--- src/design/osm_pkg.sv ---
// package: operation codes, widths and reset values for the or/shift/move datapath
package osm_pkg;
    localparam int DATA_W = 8;
    localparam int IDX_W = 7;
    localparam int REG_COUNT = 128;
    localparam logic [7:0] ACC_RST = 8'h00;
    localparam logic [7:0] REG_RST = 8'h00;
    localparam logic ZERO_FLAG_RST = 1'b0;
    localparam logic SHIFT_OUT_RST = 1'b0;
    // operation select codes
    typedef enum logic [2:0] {
        OSM_OP_NONE = 3'h0,
        OSM_OP_OR_LIT = 3'h1,
        OSM_OP_OR_REG = 3'h2,
        OSM_OP_SHL = 3'h3,
        OSM_OP_SHR = 3'h4,
        OSM_OP_COPY = 3'h5
    } osm_op_t;
    localparam logic TARGET_ACC = 1'b0;
    localparam logic TARGET_REG = 1'b1;
endpackage : osm_pkg

--- src/design/osm_alu.sv ---
// module: single-cycle or/shift/move execution datapath with its own data register file
`timescale 1ns/1ps
// What this block does
// - or-literal ors accumulator with 8-bit immediate, writes accumulator, updates zero flag
// - or-register ors accumulator with indexed register, updates zero flag, routes by target
// - target 0 writes result to accumulator, register untouched
// - target 1 writes result back into the indexed register, except or-literal, which always writes the accumulator
// - shift left: bit 7 to shift-out, bits 6..0 to 7..1, bit 0 zero
// - shift right: bit 7 zero, bits 7..1 to 6..0, bit 0 to shift-out
// - both shifts update shift-out and zero flag, result routed by target
// - copy passes register unchanged to target and updates zero flag
// - copy takes one instruction word and completes in one cycle
module osm_alu #(
    parameter int DATA_W = osm_pkg::DATA_W, // datapath width; the shift wiring serves only 8
    parameter int IDX_W = osm_pkg::IDX_W // register index width; the file serves only 7
) (
    input wire logic ref_clk, // core instruction clock
    input wire logic nrst, // asynchronous reset, active low
    input wire logic op_valid, // one-cycle strobe: execute op this cycle
    input wire osm_pkg::osm_op_t op_sel, // operation to execute
    input wire logic [7:0] immediate_literal, // literal operand for or-literal
    input wire logic [6:0] register_operand_index, // data register address
    input wire logic result_target_select, // 0 accumulator, 1 addressed register
    output logic [7:0] accumulator, // accumulator value
    output logic null_result_flag, // zero status flag
    output logic shift_out_bit, // bit shifted out by last shift
    output logic done, // pulse: op retired last edge
    output logic [7:0] reg_read_data // registered view of addressed register
);
    logic [7:0] acc_r;
    logic zero_r;
    logic shout_r;
    logic done_r;
    logic [7:0] rd_r;
    logic [7:0] regfile [osm_pkg::REG_COUNT];
    logic [7:0] opnd;
    logic [7:0] result;
    logic shout_nxt;
    logic writes_result;
    logic is_shift;
    logic [7:0] acc_nxt;

    // port widths, shift wiring and file depth are fixed, so refuse any other sizing at elaboration
    // rather than silently truncating operands or aliasing register addresses
    if (DATA_W != 8 || IDX_W != 7 || (2 ** IDX_W) != osm_pkg::REG_COUNT) begin : g_size_check
        $error("osm_alu serves only 8-bit data with a 7-bit register index");
    end

    // destination decode shared by the accumulator and register-file writers;
    // the literal op has no register operand, so it can never target the file
    function automatic logic goes_to_reg(input osm_pkg::osm_op_t sel, input logic tgt);
        return (sel != osm_pkg::OSM_OP_OR_LIT) && (tgt == osm_pkg::TARGET_REG);
    endfunction : goes_to_reg

    // zero test shared by every op that touches the zero flag
    function automatic logic is_zero(input logic [7:0] v);
        return v == 8'h00;
    endfunction : is_zero

    assign opnd = regfile[register_operand_index];

    // result and shift-out selection, purely combinational so each op retires in one cycle
    always_comb begin
        result = opnd;
        shout_nxt = shout_r;
        writes_result = op_valid;
        is_shift = 1'b0;
        case (op_sel)
            osm_pkg::OSM_OP_OR_LIT: result = acc_r | immediate_literal;
            osm_pkg::OSM_OP_OR_REG: result = acc_r | opnd;
            osm_pkg::OSM_OP_SHL: begin
                result = {opnd[6:0], 1'b0};
                shout_nxt = opnd[7];
                is_shift = 1'b1;
            end
            osm_pkg::OSM_OP_SHR: begin
                result = {1'b0, opnd[7:1]};
                shout_nxt = opnd[0];
                is_shift = 1'b1;
            end
            osm_pkg::OSM_OP_COPY: result = opnd;
            default: writes_result = 1'b0;
        endcase
    end

    // or-literal always lands in the accumulator regardless of target select
    always_comb begin
        acc_nxt = acc_r;
        if (writes_result && (op_sel == osm_pkg::OSM_OP_OR_LIT)) begin
            acc_nxt = result;
        end else if (writes_result && !goes_to_reg(op_sel, result_target_select)) begin
            acc_nxt = result;
        end
    end

    // accumulator
    always_ff @(posedge ref_clk or negedge nrst) begin
        if (!nrst) begin
            acc_r <= osm_pkg::ACC_RST;
        end else begin
            acc_r <= acc_nxt;
        end
    end

    // register file write-back; the literal op never touches it
    always_ff @(posedge ref_clk or negedge nrst) begin
        if (!nrst) begin
            for (int i = 0; i < osm_pkg::REG_COUNT; i++) begin
                regfile[i] <= osm_pkg::REG_RST;
            end
        end else if (writes_result && goes_to_reg(op_sel, result_target_select)) begin
            regfile[register_operand_index] <= result;
        end
    end

    // zero flag: every accepted op affects it; codes 0, 6 and 7 leave it
    always_ff @(posedge ref_clk or negedge nrst) begin
        if (!nrst) begin
            zero_r <= osm_pkg::ZERO_FLAG_RST;
        end else if (writes_result) begin
            zero_r <= is_zero(result);
        end
    end

    // shift-out flag only moves on shifts; or and copy leave it alone
    always_ff @(posedge ref_clk or negedge nrst) begin
        if (!nrst) begin
            shout_r <= osm_pkg::SHIFT_OUT_RST;
        end else if (writes_result && is_shift) begin
            shout_r <= shout_nxt;
        end
    end

    // retire pulse: every accepted op finishes at the edge that takes it
    always_ff @(posedge ref_clk or negedge nrst) begin
        if (!nrst) begin
            done_r <= 1'b0;
        end else begin
            done_r <= writes_result;
        end
    end

    // read-back view shows the pre-write value, so a write-back is seen one edge later
    always_ff @(posedge ref_clk or negedge nrst) begin
        if (!nrst) begin
            rd_r <= osm_pkg::REG_RST;
        end else begin
            rd_r <= opnd;
        end
    end

    assign accumulator = acc_r;
    assign null_result_flag = zero_r;
    assign shift_out_bit = shout_r;
    assign done = done_r;
    assign reg_read_data = rd_r;
endmodule : osm_alu

--- config.mk ---
export PLATFORM = sky130hd
export DESIGN_NAME = osm_alu
export DESIGN_NICKNAME = d
export VERILOG_FILES = /design/src/design/osm_pkg.sv /design/src/design/osm_alu.sv
export SDC_FILE = /design/constraint.sdc
export NUM_CORES = 2
export LEC_CHECK = 0
export BUFFER_PORTS_ARGS = -buffer_cell sky130_fd_sc_hd__buf_4
export CORE_MARGIN = 2
export CORE_UTILIZATION = 45
export DETAILED_ROUTE_END_ITERATION = 10
export SETUP_SLACK_MARGIN = 0.05
export SYNTH_ARGS = -nofsm -noshare
export SYNTH_HDL_FRONTEND = slang
export SYNTH_SLANG_ARGS = --single-unit
--- constraint.sdc ---
create_clock -name ref_clk -period 3.95 [get_ports ref_clk]
set_input_delay 0.5925 -clock ref_clk [delete_from_list [all_inputs] [get_ports ref_clk]]
set_output_delay 0.5925 -clock ref_clk [all_outputs]
set_load 0.02 [all_outputs]
==> flow_summary.toml <==
[worst_setup_path]
crit_buf_inv = 6
reg2regPathDepth = 11
critPathArrivalTime_ps = 4390
crit_chain = "buf_8 > buf_4 > nor3_1 > buf_12 > a21oi_1 > o21ai_0 > o22ai_1 > buf_4 > o211ai_1 > or4_4 > a221o_1 > a211oi_4 > buf_12 > buf_12 > o21ai_0"
critical_path_class = "primary input to flop"
cp_top_family = "compound AO/OA/AOI/OAI gates"
reg2reg_to = "regfile[509]"
critPathRequiredTime_ps = 4490
cp-end-kind = "flop"
crit_cells = 15
crit_path_frequent_cell = "buf_12"
ff2ff_setup_slack_ps = 180
critPathSlowestCell = "or4_4"
r2r-start = "regfile[1004]"
worstPathMaxFanout = 32
critPathLaunchType = "primary input"
max_stage_delay_ps = 490

[clocking]
root_buffer = "clkbuf_16"
htree_levels = 3
cts_buffers = 111
cts.sinks = 1043
path_clk_slew_ps = 60
cts_tree = "yes"
clockBufferDepth = 3
insertion_delay_ps = 720

[sta]
period_minus_slack_ps = 3850
max_freq_mhz = 260
setup_violations = 0
period_share_pct = 97.4
slew-limit-headroom_pct = 34.1
fin_worst_skew_ps = 40.3
finalHoldViolations = 0
rsz0062_at_grt = "no"
worstMarginPinSlew_ps = 989
finalHoldWorstSlack_ps = 346
drv_slew = 0

[final_layout]
finalNetCount = 5043
fin_util_pct = 54.1
fillerInstances = 9311
final-instance-count-excl-fill = 6484
area_growth_pct = 19.0
drive_gt1_share_pct = 17.0

[yosys]
synth_area_leaders = "dfrtp_1 (56%), o21ai_0 (12%), nand2_1 (10%)"
syn_area_per_cell_um2 = 9.66
yosysWarnings = 0
syn_nets = 4824
ys.flop_type = "dfrtp_1"
synth-edff-count = 0
synth_top_area_share_pct = 56.3
ys_ff_latch = 1043
netlist_area_um2 = 46400
seq_area_frac_synth_pct = 56.3
synthDistinctLibCells = 84
synth.most_common_cell = "nand2_1"
synth_cells = 4802
synth_largest_area_cell = "dfrtp_1"
async_reset_ff_share_pct = 100
synthTopCellsByCount = "nand2_1 (1235), o21ai_0 (1090), dfrtp_1 (1043), clkbuf_1 (286), a221oi_1 (116)"

[flow_run]
cap_violations = 0

[route]
detail_route.vias_per_cell = 6.10
routed_wl_mm = 175
postRouteAntennaNets = 0
wire_per_inst_um = 26.9
dr.pass1.iters = 6
drc = 0
vias = 39500
drt_iter0_markers = 4815

[power]
p_leak_uw = 0.0246
ir_worst_vdd_mv = 0.365
power_density_nw_per_um2 = 463
total_power_uw = 25600

[hold_path]
hp-class = "primary input to flop"
min_from = "op_valid"
hold_depth = 3
worstHoldEndpoint = "done"

[die]
boundaryPins = 41
core_area_um2 = 102000
rows = 117
fp.dieH_um = 325
initial_core_util_pct = 45.5
die-area_um2 = 106000
fp.dieW_um = 325

[placed_design]
dp_hpwl_mm = 120
place_inst = 6275
gp_congestion = 1.01
portBuffers = 40

[grt]
grt_max_degree = 165
grt_overflow = 0
grt_pass1_vias = 37800
antenna_found_initial = 4
grt_usage_pct = 32.8
grt_pass1_wl_mm = 260

[outcome]
status = "finished clean"
[worst max path at each step]
stage,endpoint,from
6_report,regfile[509],register_operand_index[0]
5_1_grt,regfile[884],register_operand_index[0]
4_1_cts,regfile[203],register_operand_index[0]
3_5_place_dp,regfile[347],register_operand_index[0]
3_3_place_gp,regfile[203],register_operand_index[0]
2_1_floorplan,null_result_flag,register_operand_index[0]
[worst reg2reg max path, delay by kind of cell, from the launching register on]
kind            cells  cell delay, ps
buf+inv             2             430
simple gates        3            1080
compound gates      5            1250
flops               1             390
mux                 1             440
[layout make-up]
class | instances | area [um^2] | share of cell area [%]
Antenna cell | 1 | 2.50 | 0.00454
Clock buffer | 162 | 3290 | 5.97
Clock inverter | 45 | 596 | 1.08
Inverter | 12 | 47.5 | 0.0862
Multi-Input combinational cell | 3324 | 18500 | 33.4
Sequential cell | 1043 | 26100 | 47.3
Tap cell | 1368 | 1710 | 3.10
Timing Repair Buffer | 529 | 4980 | 9.02
[report_power, final]
| group | switching [uW] | internal (uW) |
|---|---|---|
| Combinational | 2100 | 1080 |
| Sequential | 213 | 11000 |
| Clock | 4570 | 6570 |
[state kept, by name (all words and copies together), names as in the netlist]
name / flops
null_result_flag: 1
done: 1
accumulator: 8
regfile: 1024
reg_read_data: 8
shift_out_bit: 1
[layout by cell type, fill, tap and decap left out, types with 7 or more instances in the layout]
cell,synthesis,routed
a22oi_1,114,114
a211oi_1,18,18
o221ai_1,22,22
dfrtp_1,1043,1043
clkbuf_8,0,28
a221oi_1,116,116
bufinv_16,0,12
a31oi_1,15,15
nor3_1,31,25
mux2i_1,94,94
nor2_1,75,71
nand2_1,1235,1235
inv_1,9,7
a21oi_1,79,79
a222oi_1,10,10
clkinv_2,0,25
clkbuf_1,286,22
o221a_2,7,7
o2bb2ai_1,15,15
a21o_1,14,14
nor3b_1,8,8
mux2_2,74,74
a22o_1,17,16
buf_4,22,446
o21ai_0,1090,1090
and3_1,10,8
nand3_1,16,16
o211ai_1,12,12
o22ai_1,39,39
nor2b_1,16,13
mux4_2,31,31
buf_12,0,78
clkbuf_16,0,114
a221o_1,30,30
nand2b_1,16,16
[cells by family (layout without fill, tap and decap cells)]
logic type	after synthesis	after routing	synth area share, %
other	0	1	0
XOR/XNOR	1	1	0.0189
multiplexers	203	203	5.43
AO/OA/AOI/OAI	1666	1666	21.4
AND/OR/NAND/NOR	1454	1454	12.6
buffers and inverters	435	748	4.25
flip-flops	1043	1043	56.3
[metrics by stage]
stage | cell area (um^2) | setup slack, ps | setup TNS, ps
4_1_cts | 55200 | 151 | 0
5_1_grt | 55200 | 66.9 | 0
3_3_place_gp | 51300 | -540 | -438220
2_1_floorplan | 46400 | 495 | 0
6_report | 55200 | 104 | 0
3_5_place_dp | 51300 | -567 | -439770
[layer usage]
metal  vias up  track usage [%]  share of wire [%]  wire length [um]
met1     19700             46.9                 42             74100
met5         -            0.996               0.10               175
met2      1946             47.8                 43             74700
met4         6             13.6                4.9              8570
li1      17400                -                  -                 -
met3       451             7.89                9.8             17200
[what timing repair did]
action,in CTS,in global routing
gates resized for setup,0,3
endpoints found under the setup margin,0,119
hold endpoints to repair,27,0
hold buffers,1,0
buffers inserted,0,0
(Power assumes the default switching activity.)
